<file path="src/qpk_pkg.sv">
// package: register map, field positions and carrier types for the quad port block
package qpk_pkg;
   localparam logic [7:0] OFF_PORT_A_DATA      = 8'h00;
   localparam logic [7:0] OFF_PORT_B_DATA      = 8'h04;
   localparam logic [7:0] OFF_PORT_C_DATA      = 8'h08;
   localparam logic [7:0] OFF_PORT_D_DATA      = 8'h0C;
   localparam logic [7:0] OFF_PORT_A_DIRECTION = 8'h10;
   localparam logic [7:0] OFF_PORT_B_DIRECTION = 8'h14;
   localparam logic [7:0] OFF_PORT_C_DIRECTION = 8'h18;
   localparam logic [7:0] OFF_PORT_D_DIRECTION = 8'h1C;
   localparam logic [7:0] OFF_KEYBOARD_CONTROL = 8'h40;
   localparam logic [7:0] OFF_KEY_OPTION       = 8'h44;
   localparam logic [7:0] OFF_EDGE_SELECT      = 8'h48;
   localparam int KCR_FLAG_BIT   = 7;
   localparam int KCR_ENABLE_BIT = 6;
   localparam int OPT_MUX_BIT    = 0;
   localparam int OPT_CLR_BIT    = 1;
   localparam int OPT_CPUMASK_BIT = 2;
   localparam int EDGE_SEL_BITS  = 6;
   localparam logic [7:0] RST_DIRECTION = 8'h00;
   localparam logic [7:0] RST_KCR       = 8'h00;
   localparam logic [7:0] RST_STATUS    = 8'h00;
   localparam logic [5:0] RST_EDGE      = 6'h00;
   localparam logic [2:0] RST_OPTION    = 3'h0;
   localparam logic [7:0] FALLING_ONLY_MASK = 8'hC0;

   typedef struct packed {
      logic [7:0] out;
      logic [7:0] oe;
   } qpk_pin_drive_s;
endpackage

</file>
<file path="src/qpk_ports.sv">
// quad 8-bit bidirectional ports with port a edge-detecting keyboard interrupt, apb slave
`timescale 1ns/1ps
module qpk_ports
   import qpk_pkg::*;
(
   input  wire logic        pclk,
   input  wire logic        presetn,
   input  wire logic        psel,
   input  wire logic        penable,
   input  wire logic        pwrite,
   input  wire logic [7:0]  paddr,
   input  wire logic [31:0] pwdata,
   output logic      [31:0] prdata,
   output logic             pready,
   output logic             pslverr,
   input  wire logic [7:0]  port_a_pins_in,
   input  wire logic [7:0]  port_b_pins_in,
   input  wire logic [7:0]  port_c_pins_in,
   input  wire logic [7:0]  port_d_pins_in,
   output qpk_pin_drive_s   port_a_drive,
   output qpk_pin_drive_s   port_b_drive,
   output qpk_pin_drive_s   port_c_drive,
   output qpk_pin_drive_s   port_d_drive,
   output logic [7:0]       port_a_pullup_en,
   output logic             key_irq
);
   logic [7:0] data_latch [4];
   logic [7:0] direction [4];
   logic [7:0] sync1 [4];
   logic [7:0] sync2 [4];
   logic [7:0] prev_a;
   logic [7:0] key_edge_status;
   logic       key_summary_flag;
   logic       key_irq_enable;
   logic       status_read_select;
   logic       cpu_mask;
   logic [5:0] edge_polarity_select;
   logic       acc_setup;
   logic       wr_acc;
   logic       rd_acc;
   logic [7:0] rise_mask;
   logic [7:0] hit;
   logic [7:0] status_w1c;
   logic       clear_all;
   logic       addr_ok;
   logic [7:0] next_rdata;
   logic [1:0] reg_idx;
   logic       data_sel;
   logic       dir_sel;

   // a single wait-free access phase; setup is refused nothing
   assign acc_setup = psel & ~penable;
   assign wr_acc    = psel & penable & pwrite;
   assign rd_acc    = psel & penable & ~pwrite;

   function automatic logic is_data(input logic [7:0] a);
      return (a[7:4] == 4'h0) && (a[1:0] == 2'b00);
   endfunction

   function automatic logic is_dir(input logic [7:0] a);
      return (a[7:4] == 4'h1) && (a[1:0] == 2'b00);
   endfunction

   // one decode serves both the write and the read path
   assign reg_idx  = paddr[3:2];
   assign data_sel = is_data(paddr);
   assign dir_sel  = is_dir(paddr);

   // ---------------- synchronisers ----------------
   always_ff @(posedge pclk or negedge presetn) begin
      if (!presetn) begin
         // idle high like the pull-ups, so release shows no false falling edge
         for (int i = 0; i < 4; i++) begin
            sync1[i] <= 8'hFF;
            sync2[i] <= 8'hFF;
         end
         prev_a <= 8'hFF;
      end else begin
         sync1[0] <= port_a_pins_in;
         sync1[1] <= port_b_pins_in;
         sync1[2] <= port_c_pins_in;
         sync1[3] <= port_d_pins_in;
         for (int i = 0; i < 4; i++) begin
            sync2[i] <= sync1[i];
         end
         prev_a <= sync2[0];
      end
   end

   // ---------------- edge detection ----------------
   // lines 6 and 7 stay falling-only whatever is written
   assign rise_mask = {2'b00, edge_polarity_select} & ~FALLING_ONLY_MASK;
   always_comb begin
      for (int i = 0; i < 8; i++) begin
         if (rise_mask[i]) begin
            hit[i] = ~prev_a[i] & sync2[0][i];
         end else begin
            hit[i] = prev_a[i] & ~sync2[0][i];
         end
      end
      hit = hit & ~direction[0];
   end

   // ---------------- data latches ----------------
   // no reset branch: latch contents survive reset
   always_ff @(posedge pclk) begin
      if (wr_acc && data_sel) begin
         if (!(reg_idx == 2'd0 && status_read_select)) begin
            data_latch[reg_idx] <= pwdata[7:0];
         end
      end
   end

   // ---------------- direction registers ----------------
   always_ff @(posedge pclk or negedge presetn) begin
      if (!presetn) begin
         for (int i = 0; i < 4; i++) begin
            direction[i] <= RST_DIRECTION;
         end
      end else if (wr_acc && dir_sel) begin
         direction[reg_idx] <= pwdata[7:0];
      end
   end

   // ---------------- control and option registers ----------------
   always_ff @(posedge pclk or negedge presetn) begin
      if (!presetn) begin
         key_irq_enable       <= RST_KCR[KCR_ENABLE_BIT];
         status_read_select   <= RST_OPTION[OPT_MUX_BIT];
         cpu_mask             <= RST_OPTION[OPT_CPUMASK_BIT];
         edge_polarity_select <= RST_EDGE;
      end else if (wr_acc) begin
         if (paddr == OFF_KEYBOARD_CONTROL) begin
            key_irq_enable <= pwdata[KCR_ENABLE_BIT];
         end else if (paddr == OFF_KEY_OPTION) begin
            status_read_select <= pwdata[OPT_MUX_BIT];
            cpu_mask           <= pwdata[OPT_CPUMASK_BIT];
         end else if (paddr == OFF_EDGE_SELECT) begin
            edge_polarity_select <= pwdata[EDGE_SEL_BITS-1:0];
         end
      end
   end

   // ---------------- status flags ----------------
   assign clear_all  = wr_acc && (paddr == OFF_KEY_OPTION) && pwdata[OPT_CLR_BIT];
   assign status_w1c = (wr_acc && (paddr == OFF_PORT_A_DATA) && status_read_select) ? pwdata[7:0] : 8'h00;

   // a new edge wins over a clear in the same cycle
   always_ff @(posedge pclk or negedge presetn) begin
      if (!presetn) begin
         key_edge_status <= RST_STATUS;
      end else if (clear_all) begin
         key_edge_status <= hit;
      end else begin
         key_edge_status <= (key_edge_status & ~status_w1c) | hit;
      end
   end

   always_ff @(posedge pclk or negedge presetn) begin
      if (!presetn) begin
         key_summary_flag <= RST_KCR[KCR_FLAG_BIT];
      end else if (key_irq_enable && (|hit)) begin
         key_summary_flag <= 1'b1;
      end else if (acc_setup && (paddr == OFF_PORT_A_DATA)) begin
         key_summary_flag <= 1'b0;
      end
   end

   always_ff @(posedge pclk or negedge presetn) begin
      if (!presetn) begin
         key_irq <= 1'b0;
      end else begin
         key_irq <= key_irq_enable & key_summary_flag & ~cpu_mask;
      end
   end

   // ---------------- pins ----------------
   always_ff @(posedge pclk or negedge presetn) begin
      if (!presetn) begin
         port_a_drive     <= '0;
         port_b_drive     <= '0;
         port_c_drive     <= '0;
         port_d_drive     <= '0;
         port_a_pullup_en <= 8'hFF;
      end else begin
         port_a_drive     <= '{out: data_latch[0], oe: direction[0]};
         port_b_drive     <= '{out: data_latch[1], oe: direction[1]};
         port_c_drive     <= '{out: data_latch[2], oe: direction[2]};
         port_d_drive     <= '{out: data_latch[3], oe: direction[3]};
         port_a_pullup_en <= ~rise_mask;
      end
   end

   // ---------------- apb read path ----------------
   always_comb begin
      next_rdata = 8'h00;
      addr_ok    = 1'b1;
      if (data_sel) begin
         if (reg_idx == 2'd0 && status_read_select) begin
            next_rdata = key_edge_status;
         end else begin
            next_rdata = (direction[reg_idx] & data_latch[reg_idx]) | (~direction[reg_idx] & sync2[reg_idx]);
         end
      end else if (dir_sel) begin
         next_rdata = direction[reg_idx];
      end else if (paddr == OFF_KEYBOARD_CONTROL) begin
         next_rdata = {key_summary_flag, key_irq_enable, 6'h00};
      end else if (paddr == OFF_KEY_OPTION) begin
         next_rdata = {5'h00, cpu_mask, 1'b0, status_read_select};
      end else if (paddr == OFF_EDGE_SELECT) begin
         next_rdata = {2'b00, edge_polarity_select};
      end else begin
         addr_ok = 1'b0;
      end
   end

   // answer registered in setup, so access phase completes with no wait
   always_ff @(posedge pclk or negedge presetn) begin
      if (!presetn) begin
         prdata  <= 32'h0000_0000;
         pready  <= 1'b0;
         pslverr <= 1'b0;
      end else begin
         pready  <= acc_setup;
         pslverr <= acc_setup & ~addr_ok;
         if (acc_setup && !pwrite) begin
            prdata <= {24'h00_0000, next_rdata};
         end
      end
   end

   // ---------------- assertions ----------------
   property p_irq_gate;
      @(posedge pclk) disable iff (!presetn)
      key_irq |-> $past(key_irq_enable) && $past(key_summary_flag) && !$past(cpu_mask);
   endproperty
   a_irq_gate: assert property (p_irq_gate) else $error("irq without enable, flag and unmasked cpu");

   property p_no_flag_disabled;
      @(posedge pclk) disable iff (!presetn)
      (!key_irq_enable && !key_summary_flag) |=> !key_summary_flag;
   endproperty
   a_no_flag_disabled: assert property (p_no_flag_disabled) else $error("flag set while disabled");

   property p_falling_hi;
      @(posedge pclk) disable iff (!presetn)
      (!direction[0][7] && prev_a[7] && !sync2[0][7]) |=> key_edge_status[7];
   endproperty
   a_falling_hi: assert property (p_falling_hi) else $error("line 7 fall not flagged");

   property p_pullup_off;
      @(posedge pclk) disable iff (!presetn)
      edge_polarity_select[0] |=> !port_a_pullup_en[0];
   endproperty
   a_pullup_off: assert property (p_pullup_off) else $error("pullup on for rising line");

   property p_summary_or;
      @(posedge pclk) disable iff (!presetn)
      (key_irq_enable && |hit) |=> key_summary_flag;
   endproperty
   a_summary_or: assert property (p_summary_or) else $error("summary not set on edge");

   property p_port_a_data_clears;
      @(posedge pclk) disable iff (!presetn)
      (acc_setup && paddr == OFF_PORT_A_DATA && !(key_irq_enable && |hit)) |=> !key_summary_flag;
   endproperty
   a_port_a_data_clears: assert property (p_port_a_data_clears) else $error("port a access left flag");

   property p_clear_all;
      @(posedge pclk) disable iff (!presetn)
      (clear_all && hit == 8'h00) |=> key_edge_status == 8'h00;
   endproperty
   a_clear_all: assert property (p_clear_all) else $error("clear-all ignored");

   property p_output_no_key;
      @(posedge pclk) disable iff (!presetn)
      direction[0][2] |-> !hit[2];
   endproperty
   a_output_no_key: assert property (p_output_no_key) else $error("output pin fed keyboard");

   property p_ready_once;
      @(posedge pclk) disable iff (!presetn)
      acc_setup |=> pready ##1 !pready;
   endproperty
   a_ready_once: assert property (p_ready_once) else $error("pready not single cycle");

   property p_rise_line;
      @(posedge pclk) disable iff (!presetn)
      (!direction[0][0] && edge_polarity_select[0] && !prev_a[0] && sync2[0][0]) |=> key_edge_status[0];
   endproperty
   a_rise_line: assert property (p_rise_line) else $error("line 0 rise not flagged");

   property p_status_set;
      @(posedge pclk) disable iff (!presetn)
      (|hit) |=> ((key_edge_status & $past(hit)) == $past(hit));
   endproperty
   a_status_set: assert property (p_status_set) else $error("edge left its status flag clear");

   property p_mux_read;
      @(posedge pclk) disable iff (!presetn)
      (acc_setup && !pwrite && paddr == OFF_PORT_A_DATA && status_read_select)
         |=> prdata[7:0] == $past(key_edge_status);
   endproperty
   a_mux_read: assert property (p_mux_read) else $error("status not read at address zero");

   property p_kcr_read;
      @(posedge pclk) disable iff (!presetn)
      (acc_setup && !pwrite && paddr == OFF_KEYBOARD_CONTROL)
         |=> prdata == {24'h00_0000, $past(key_summary_flag), $past(key_irq_enable), 6'h00};
   endproperty
   a_kcr_read: assert property (p_kcr_read) else $error("control register read wrong");

   property p_latch_drive;
      @(posedge pclk) disable iff (!presetn)
      (wr_acc && paddr == OFF_PORT_B_DATA)
         |=> (data_latch[1] == $past(pwdata[7:0])) ##1 (port_b_drive.out == $past(pwdata[7:0], 2));
   endproperty
   a_latch_drive: assert property (p_latch_drive) else $error("port b latch or drive not updated");

   property p_read_mix;
      @(posedge pclk) disable iff (!presetn)
      (acc_setup && !pwrite && paddr == OFF_PORT_C_DATA)
         |=> prdata[7:0] == $past((direction[2] & data_latch[2]) | (~direction[2] & sync2[2]));
   endproperty
   a_read_mix: assert property (p_read_mix) else $error("port c read mixes pin and latch wrongly");

   property p_dir_write;
      @(posedge pclk) disable iff (!presetn)
      (wr_acc && paddr == OFF_PORT_A_DIRECTION) |=> direction[0] == $past(pwdata[7:0]);
   endproperty
   a_dir_write: assert property (p_dir_write) else $error("port a direction not written");

   property p_dir_reset;
      @(posedge pclk)
      $rose(presetn) |-> (direction[0] | direction[1] | direction[2] | direction[3]) == RST_DIRECTION;
   endproperty
   a_dir_reset: assert property (p_dir_reset) else $error("direction not cleared by reset");

   property p_w1c_one;
      @(posedge pclk) disable iff (!presetn)
      (status_w1c != 8'h00 && hit == 8'h00 && !clear_all)
         |=> key_edge_status == ($past(key_edge_status) & ~$past(status_w1c));
   endproperty
   a_w1c_one: assert property (p_w1c_one) else $error("write-one clear touched other flags");

   property p_irq_disabled;
      @(posedge pclk) disable iff (!presetn)
      !key_irq_enable |=> !key_irq;
   endproperty
   a_irq_disabled: assert property (p_irq_disabled) else $error("irq while keyboard disabled");

   property p_pullup_fixed;
      @(posedge pclk) disable iff (!presetn)
      port_a_pullup_en[7:6] == 2'b11;
   endproperty
   a_pullup_fixed: assert property (p_pullup_fixed) else $error("pullup off on falling-only line");

   property p_dir_read;
      @(posedge pclk) disable iff (!presetn)
      (acc_setup && !pwrite && paddr == OFF_PORT_D_DIRECTION) |=> prdata[7:0] == $past(direction[3]);
   endproperty
   a_dir_read: assert property (p_dir_read) else $error("port d direction read wrong");

   c_irq:   cover property (@(posedge pclk) disable iff (!presetn) $rose(key_irq));
   c_rise:  cover property (@(posedge pclk) disable iff (!presetn) hit[0] && rise_mask[0]);
   c_mux:   cover property (@(posedge pclk) disable iff (!presetn) rd_acc && status_read_select && paddr == 8'h00);
   c_w1c:   cover property (@(posedge pclk) disable iff (!presetn) |status_w1c);
endmodule

</file>
<file path="config.mk">
export PLATFORM = sky130hd
export DESIGN_NAME = qpk_ports
export DESIGN_NICKNAME = d
export VERILOG_FILES = /design/src/qpk_pkg.sv /design/src/qpk_ports.sv
export SDC_FILE = /design/constraint.sdc
export NUM_CORES = 1
export LEC_CHECK = 0
export ABC_AREA = 1
export BUFFER_PORTS_ARGS = -buffer_cell sky130_fd_sc_hd__buf_2
export CORE_AREA = 2 2 169 171
export CTS_CLUSTER_DIAMETER = 80
export DETAILED_ROUTE_END_ITERATION = 8
export DIE_AREA = 0 0 171 173
export PLACE_DENSITY = 0.61
export REMOVE_ABC_BUFFERS = 1
export SLEW_MARGIN = 20
export SYNTH_ARGS = -nofsm -noshare
export SYNTH_HDL_FRONTEND = slang
export SYNTH_SLANG_ARGS = --single-unit
</file>
<file path="constraint.sdc">
create_clock -name pclk -period 2.28 [get_ports pclk]
set_input_delay 0.114 -clock pclk [delete_from_list [all_inputs] [get_ports pclk]]
set_output_delay 0.114 -clock pclk [all_outputs]
set_load 0.01 [all_outputs]
</file>
==> impl_metrics.yaml, run 1 <==
placed_design:
  gp_congestion: 0.881
  portBuffers: 133
  dp_hpwl_mm: 15.8
critical_path:
  end_kind: "flop"
  crit_required_ps: 2700
  slowest_delay_ps: 520
  path_cells: "dlygate4sd3_1 -> buf_2 -> nand3_1 -> nor4_4 -> nand2_1 -> o21ai_0"
  critical_path_class: "input port to flop"
  path_max_fanout: 16
  critical-path-slowest-cell: "dlygate4sd3_1"
  start_kind: "input port"
  crit_arrival_ps: 2190
sta:
  finalSetupTns_ps: 0
  finClkSkew_ps: 10.3
  rsz0062_at_grt: "false"
  setup_violations: 0
  fin_crit_ps: 1770
  worstMarginPinSlew_ps: 695
  timing.hold.ws_ps: 40.8
  slew_headroom_pct: 53.5
  drv_slew: 0
  hold_violations: 0
  fin_crit_sh_pct: 77.6
  timing.fmax_mhz: 565
worst_hold_path:
  min_path_type: "input port to flop"
logic_synthesis:
  synth_seq_cells: 235
  synth_area_um2: 8750
  synth_seq_area_share_pct: 70.2
  synth_top_area_share_pct: 35.8
  synth_area_leaders: "dfrtp_1, dfstp_2, nand2_1"
  synth_cell_types: 26
  syn-mean-instance-area_um2: 10.4
  synth_ff_type: "dfrtp_1"
  synthArstFlopShare_pct: 86.4
  synth_edf_count: 32
  ys_warn_count: 0
  synthCells: 839
  synth.largest_area_cell: "dfrtp_1"
grt:
  overflow: 0
  grt_use_met1_pct: 21.8
  grt_pass1_vias: 6020
  grt_busiest_layer: "met2"
  grtUsageMet2_pct: 24.2
  antenna_found_initial: 1
  grt_max_degree: 67
  grt_use_met3_pct: 2.88
  grt.total_usage_pct: 15.4
  grt_pass1_wl_mm: 34.6
cts:
  clk_latency_ps: 520
  cts_buffer_depth: 3
  post_cts_buffers: 0
  htreeDepth: 1
  ctsRootBufferMaster: "clkbuf_16"
  cts_hold_buf: 43
  numCtsBuffers: 26
  cts_resized: 0
  cts_tree: "done"
  cts_sinks: 235
  cts.clk_slew.worst_paths_ps: 60
floorplanning:
  core_area_um2: 27600
  ios: 184
  num_rows: 61
  dieArea_um2: 29600
  fp.dieH_um: 173
  die_x_um: 171
  start_util_pct: 31.7
detailed_routing:
  via_per_inst: 4.32
  dr.first_iter.drc_count: 456
  dr.pass1.iters: 5
  finalWirelength_mm: 22.7
  vias: 6240
  drc_errors: 0
  ant_nets: 0
  wire_per_inst_um: 15.7
pwr:
  leakage_nw: 5.38
  ir_drop_mv: 0.428
  power_density_nw_per_um2: 810
cells_and_area:
  drive_gt1_share_pct: 26.4
  area_growth_pct: 27.8
  fillers: 2756
  layout.nets: 1121
job:
  maxCapViolCount: 0
run_status:
  status: "finished, final reports clean"
## worst paths after layout
kind	start	endpoint	slack [ps]	depth (start not counted)
worst min register to register	sync1[26]	sync2[26]	340	0
min in group asynchronous	presetn	port_a_drive[2]	140	2
max in group asynchronous	presetn	sync1[0]	1320	3
worst max register to register	sync2[27]	key_summary_flag	910	9
worst min-delay path	paddr[4]	prdata[4]	40	6
worst max-delay path	penable	direction[12]	510	6
## cell families (layout without fill, tap and decap cells)
group / Yosys count / count (layout) / share of synthesized area (%)
flip-flops: 235 / 235 / 70.2
AND/OR/NAND/NOR: 410 / 410 / 18.6
AO/OA/AOI/OAI: 81 / 81 / 4.91
other: 2 / 27 / 0.0859
buffers and inverters: 111 / 312 / 6.22
## state kept, by name, indices dropped and copies added (netlist names), 6 cells and up
name	cells
port_d_drive	16
key_edge_status	8
port_b_drive	16
data_latch	32
port_a_pullup_en	6
sync1	32
direction	32
prev_a	8
edge_polarity_select	6
prdata	8
port_c_drive	16
sync2	32
port_a_drive	16
## routing by layer
layer	vias to the layer above	wire (µm)	share of wire, %
li1	3001	-	-
met1	2970	10100	45
met2	230	10400	46
met3	37	1570	6.9
met4	2	520	2.3
met5	-	52	0.23
## cells in the mapped netlist (4+ instances only)
cell,n
o211ai_1,7
buf_4,28
a21oi_1,12
nor2_1,49
nand2_1,309
nor3_1,4
dfrtp_1,125
buf_2,11
dfstp_2,78
inv_1,59
nand3_1,43
edfxtp_1,32
o21ai_0,58
clkbuf_1,8
## metrics by stage
step	std cells	worst slack, ps	util (%)	power, mW	cell area (µm²)
floorplan	813	498	-	4.72	8520
global placement	1351	495	35.8	5.02	9900
detailed placement	1351	454	35.8	5.03	9900
CTS	1442	560	40.4	9.18	11200
global route	1443	365	40.5	9.43	11200
finish	1443	510	40.5	9.05	11200
## layout by cell type, fill, tap and decap left out, drive strengths merged
master       instances
a21oi               12
diode                1
dfstp               78
dfrtp              125
a31oi                1
clkbuf              43
nand3b               2
conb                26
buf                159
a21boi               2
nand3               43
nor3                 4
inv                 64
nor4                 2
or2                  1
o211ai               7
o21ai               59
edfxtp              32
dlygate4sd3         43
clkinv               3
nand2              309
nor2                49
## layout make-up
cell class                      count  area [µm²]  share of cell area, %
Sequential cell                   235        6140                   54.9
Timing Repair Buffer              203        1330                   11.9
Clock inverter                      6        45.0                  0.403
Antenna cell                        1        2.50                 0.0224
Tap cell                          378         473                   4.23
Inverter                           61         229                   2.05
Multi-Input combinational cell    517        2150                   19.3
Clock buffer                       42         803                   7.19
## critical path, delay by kind of cell
| kind | cells | cell delay, ps |
|---|---|---|
| AOI/OAI and AO/OA | 1 | 340 |
| buffers and inverters | 2 | 620 |
| and+or+nand+nor | 3 | 1120 |
## report_power, final
part           total, mW  switching [mW]  internal [mW]  leakage (nW)
Clock               4.04            1.62           2.42         0.419
Sequential          4.46          0.0480           4.41          2.71
Combinational      0.552           0.359          0.193          2.25
Total               9.05            2.03           7.03          5.38
(Power assumes the default switching activity.)
==> run 2, diff against run 1 <==
--- a/config.mk
+++ b/config.mk
@@ -11,7 +11,7 @@
 export CTS_CLUSTER_DIAMETER = 80
 export DETAILED_ROUTE_END_ITERATION = 8
 export DIE_AREA = 0 0 171 173
-export PLACE_DENSITY = 0.61
+export PLACE_DENSITY = 0.63
 export REMOVE_ABC_BUFFERS = 1
 export SLEW_MARGIN = 20
 export SYNTH_ARGS = -nofsm -noshare
==> constraint.sdc (replaced) <==
create_clock -name pclk -period 1.5 [get_ports pclk]
set_input_delay 0.075 -clock pclk [delete_from_list [all_inputs] [get_ports pclk]]
set_output_delay 0.075 -clock pclk [all_outputs]
set_load 0.01 [all_outputs]
==> impl_metrics.yaml, run 2 (same netlist as run 1, synthesis figures left out) <==
run_status:
  status: "finished, final reports clean"
detailed_routing:
  via_per_inst: 4.34
  dr.first_iter.drc_count: 437
  vias: 6321
  drc_errors: 0
  ant_nets: 0
  dr.pass1.iters: 5
  wire_per_inst_um: 15.8
  finalWirelength_mm: 23.0
placed_design:
  gp_congestion: 0.880
  dp.cells: 1363
  portBuffers: 133
  dp_hpwl_mm: 16.0
  place_area_um2: 10000
  place_ws_ps: 19.1
floorplanning:
  fp.dieH_um: 173
  num_rows: 61
  ios: 184
  dieArea_um2: 29600
  start_util_pct: 31.7
  die_x_um: 171
  core_area_um2: 27600
critical_path:
  timing.rr.start: "sync2[26]"
  worst_path_most_repeated_cell: "buf_4"
  critical_path_class: "input port to flop"
  start_kind: "input port"
  path_cells: "dlygate4sd3_1 -> buf_2 -> inv_1 -> buf_4 -> nor4_4 -> nand3_1 -> buf_4 -> nand2_1 -> o21ai_0"
  end_kind: "flop"
  critical-path-slowest-cell: "dlygate4sd3_1"
  slowest_delay_ps: 550
  crit_arrival_ps: 1770
  crit_buf_inv: 5
  path_max_fanout: 16
  crit_required_ps: 1870
  startpoint: "paddr[4]"
  r2r_slack_ps: 160
  cp_top_family: "buffers and inverters"
grt:
  grt_pass1_wl_mm: 34.4
  antenna_found_initial: 0
  grt_max_degree: 55
  overflow: 0
  grt.total_usage_pct: 15.3
  grt_pass1_vias: 6125
sta:
  hold_violations: 0
  finalSetupTns_ps: 0
  fin_crit_ps: 1390
  setup_ws_ps: 110
  timing.fmax_mhz: 719
  slew_headroom_pct: 66.5
  finClkSkew_ps: 20.7
  drv_slew: 0
  worstMarginPinSlew_ps: 498
  fin_crit_sh_pct: 92.7
  setup_violations: 0
cells_and_area:
  layout_commonest_cell: "nand2_1"
  mostFrequentLayoutCells: "nand2_1, buf_2, dfrtp_1, dfstp_2, inv_1"
  layout.nets: 1134
  area_growth_pct: 29.7
  fin_area_um2: 11300
  fin_cells: 1456
  drive_gt1_share_pct: 27.7
pwr:
  power_density_nw_per_um2: 1240
  ir_drop_mv: 0.687
  power_mw: 14.0
  leakage_nw: 5.46
cts:
  clk_latency_ps: 530
  cts.clk_slew.worst_paths_ps: 60
  post_cts_buffers: 0
  numCtsBuffers: 26
  cts_tree: "done"
  cts_sinks: 235
  htreeDepth: 1
  ctsRootBufferMaster: "clkbuf_16"
  cts_buffer_depth: 3
job:
  maxCapViolCount: 0
worst_hold_path:
  min_path_type: "input port to async pin"
-- run 2: cell types whose count changed in the layout (fill, tap and decap cells not counted), sizes merged --
cell,before,now
dlygate4sd3,43,44
clkinv,3,5
inv,64,62
buf,159,171
bufinv,0,2
clkbuf,43,40
clkinvlp,0,1
-- run 2: routing by layer --
| metal | vias to the layer above | share of wire, % | routed length (µm) | GRT usage (%) |
|---|---|---|---|---|
| li1 | 3034 | - | - | - |
| met1 | 3007 | 44 | 10200 | 21.3 |
| met2 | 225 | 46 | 10700 | 24.3 |
| met3 | 55 | 5.9 | 1360 | 2.29 |
| met4 | 0 | 3.6 | 823 | 5.37 |
| met5 | - | 0 | 0 | 0 |
-- run 2: timing repair --
action,4_1_cts,5_1_grt
endpoints found under the hold margin,240,0
endpoints found under the setup margin,0,33
hold buffers,44,0
gates resized for setup,0,6
-- run 2: worst register-to-register path: cells and delay by family (launching register included) --
kind / cells / cell delay (ps)
AND/OR/NAND/NOR: 7 / 580
flip-flops: 1 / 520
AO/OA/AOI/OAI: 1 / 70
buffers and inverters: 1 / 60
-- run 2: area by class of cell --
cell class	instances	area (µm²)
repair buffers	216	1460
well taps	378	473
clock buffers	39	771
fillers	2683	16300
diodes	1	2.50
clock inverters	9	103
inverters	61	229
multi-input cells	517	2170
flip-flops and latches	235	6140
-- run 2: per-stage QoR --
stage / hold WS, ps / utilization [%]
after floorplan: -221 / -
after global placement: 5.43 / 36.2
after detailed placement: 11.0 / 36.2
after CTS: 21.9 / 41.0
after global routing: 60.9 / 41.0
final: 25.4 / 41.1
-- run 2: path summary, 6_finish.rpt --
path	endpoint	cells past startpoint
max	direction[18]	9
min	direction[16]	2
max reg2reg	key_summary_flag	9
min reg2reg	sync2[23]	0
max in group asynchronous	sync2[29]	3
min in group pclk	prdata[5]	6
-- run 2: report_power, final --
part	leakage, nW	switching [mW]	internal, mW
logic	2.32	0.551	0.317
clock network	0.425	2.48	3.89
registers	2.71	0.0750	6.70
total	5.46	3.11	10.9
==> run 3, diff against run 2 <==
--- a/config.mk
+++ b/config.mk
@@ -7,11 +7,13 @@
 export LEC_CHECK = 0
 export ABC_AREA = 1
 export BUFFER_PORTS_ARGS = -buffer_cell sky130_fd_sc_hd__buf_2
-export CORE_AREA = 2 2 169 171
+export CELL_PAD_IN_SITES_DETAIL_PLACEMENT = 0
+export CELL_PAD_IN_SITES_GLOBAL_PLACEMENT = 1
+export CORE_AREA = 2 2 217 134
 export CTS_CLUSTER_DIAMETER = 80
 export DETAILED_ROUTE_END_ITERATION = 8
-export DIE_AREA = 0 0 171 173
-export PLACE_DENSITY = 0.63
+export DIE_AREA = 0 0 219 136
+export PLACE_DENSITY = 0.75
 export REMOVE_ABC_BUFFERS = 1
 export SLEW_MARGIN = 20
 export SYNTH_ARGS = -nofsm -noshare
==> impl_metrics.yaml, run 3 (same netlist as run 1, synthesis figures left out) <==
cells_and_area:
  layout.nets: 1147
  drive_gt1_share_pct: 28.5
  area_growth_pct: 30.1
  layout_commonest_cell: "nand2_1"
  antenna_cells: 0
  mostFrequentLayoutCells: "nand2_1, buf_2, dfrtp_1, dfstp_2, inv_1"
  final_util_pct: 40.7
cts:
  htreeDepth: 1
  cts_sinks: 235
  ctsRootBufferMaster: "clkbuf_16"
  clk_latency_ps: 520
  post_cts_buffers: 0
  cts_buffer_depth: 3
  cts_tree: "done"
  numCtsBuffers: 22
  cts.clk_slew.worst_paths_ps: 70
detailed_routing:
  finalWirelength_mm: 24.1
  wire_per_inst_um: 16.5
  via_per_inst: 4.34
  dr.pass1.iters: 5
  dr.first_iter.drc_count: 660
  drc_errors: 0
  ant_nets: 0
  vias: 6348
critical_path:
  cp.depth: 9
  worst_path_most_repeated_cell: "nand2_1"
  path_cells: "inv_1 -> nand2_1 -> nand2_1 -> nand3_1 -> nand2_1 -> nor2_2 -> nand2_1 -> nand2_1 -> o21ai_0"
  slowest_delay_ps: 530
  crit_required_ps: 1900
  crit_buf_inv: 1
  critical_path_class: "flop to flop"
  start_kind: "flop"
  critical-path-slowest-cell: "dfstp_2"
  r2r_slack_ps: 130
  worstRegToRegCells: 9
  r2r_end: "key_summary_flag"
  path_max_fanout: 3
  cp_top_family: "simple AND/OR/NAND/NOR gates"
  end_kind: "flop"
  crit_end: "key_summary_flag"
  startpoint: "sync2[26]"
  crit_arrival_ps: 1770
  timing.rr.start: "sync2[26]"
grt:
  overflow: 0
  antenna_found_initial: 0
  grt_pass1_wl_mm: 36.3
  grt_max_degree: 51
  grt.total_usage_pct: 16.4
  grt_pass1_vias: 5983
pwr:
  power_density_nw_per_um2: 1170
  intPower_mw: 10.2
  clkPwrFrac_pct: 42.3
  power_frac_comb_pct: 6.9
  pwr-share-seq_pct: 50.8
  p_switching_mw: 3.10
  leakage_nw: 5.51
  swShare_pct: 23.2
  ir_drop_mv: 0.848
placed_design:
  portBuffers: 133
  dp_hpwl_mm: 17.3
  gp_congestion: 0.875
floorplanning:
  start_util_pct: 31.3
  num_rows: 48
  die_x_um: 219
  ios: 184
  dieArea_um2: 29800
  fp.dieH_um: 136
  core_area_um2: 28000
sta:
  fin_crit_sh_pct: 91.2
  timing.fmax_mhz: 731
  hold_violations: 0
  rsz0062_at_grt: "false"
  setup_violations: 0
  timing.hold.ws_ps: 90.0
  fin_crit_ps: 1370
  finClkSkew_ps: 8.91
  drv_slew: 0
job:
  maxCapViolCount: 0
worst_hold_path:
  min_path_type: "input port to async pin"
run_status:
  status: "finished, final reports clean"
==> run 3: stage by stage <==
stage / area, µm² / worst slack (ps) / cells / TNS [ps] / power, mW
2_1_floorplan: 8520 / -243 / 813 / -3150 / 7.17
3_3_place_gp: 10200 / -28.9 / 1377 / -213 / 7.72
3_5_place_dp: 10200 / -76.3 / 1377 / -1190 / 7.73
4_1_cts: 11400 / 94.4 / 1461 / 0 / 13.5
5_1_grt: 11400 / 12.9 / 1461 / 0 / 13.9
6_report: 11400 / 132 / 1461 / 0 / 13.3
==> run 3: cell type report <==
type | count | area [µm²]
clock buffer | 30 | 674
clock inverter | 10 | 61.3
fill | 2766 | 16600
inverter | 61 | 229
multi-input combinational | 517 | 2160
sequential | 235 | 6140
tap | 375 | 469
timing repair buffer | 233 | 1650
==> run 3: worst register-to-register path, cell delays in order (launching register included) <==
cell     delay [ps]
dfstp_2         530
inv_1            50
nand2_1          50
nand2_1          40
nand3_1         160
nand2_1          90
nor2_2          140
nand2_1          70
nand2_1          50
o21ai_0          80
==> run 3: routing by layer <==
layer  wire, µm  up-vias  GRT usage [%]
met5          0        -              0
met4        368        0           3.27
met3       1830       27           3.74
met2      10200      220           23.3
met1      11700     3041           25.5
li1           -     3060              -
==> run 3: power by group through the flow <==
stage	clock network (mW)	registers [mW]	logic (mW)
4_1_cts	5.78	6.78	0.923
3_5_place_dp	0	6.90	0.832
2_1_floorplan	0	6.89	0.277
6_report	5.64	6.78	0.915
5_1_grt	6.12	6.79	1.02
3_3_place_gp	0	6.89	0.826
==> run 3: worst min-delay path by stage <==
| stage | from | endpoint | slack, ps | depth (start not counted) |
|---|---|---|---|---|
| floorplan | presetn | cpu_mask | -220 | 0 |
| global placement | presetn | port_b_drive[14] | 60 | 1 |
| detailed placement | presetn | port_c_drive[14] | 70 | 1 |
| CTS | presetn | port_c_drive[14] | 90 | 2 |
| global route | presetn | port_d_drive[14] | 100 | 2 |
| finish | presetn | port_a_drive[15] | 90 | 2 |
==> run 3: timing repair <==
action	in CTS	in global routing
gates resized for setup	0	1
setup endpoints to repair	0	1
hold endpoints to repair	205	0
hold buffers	44	0
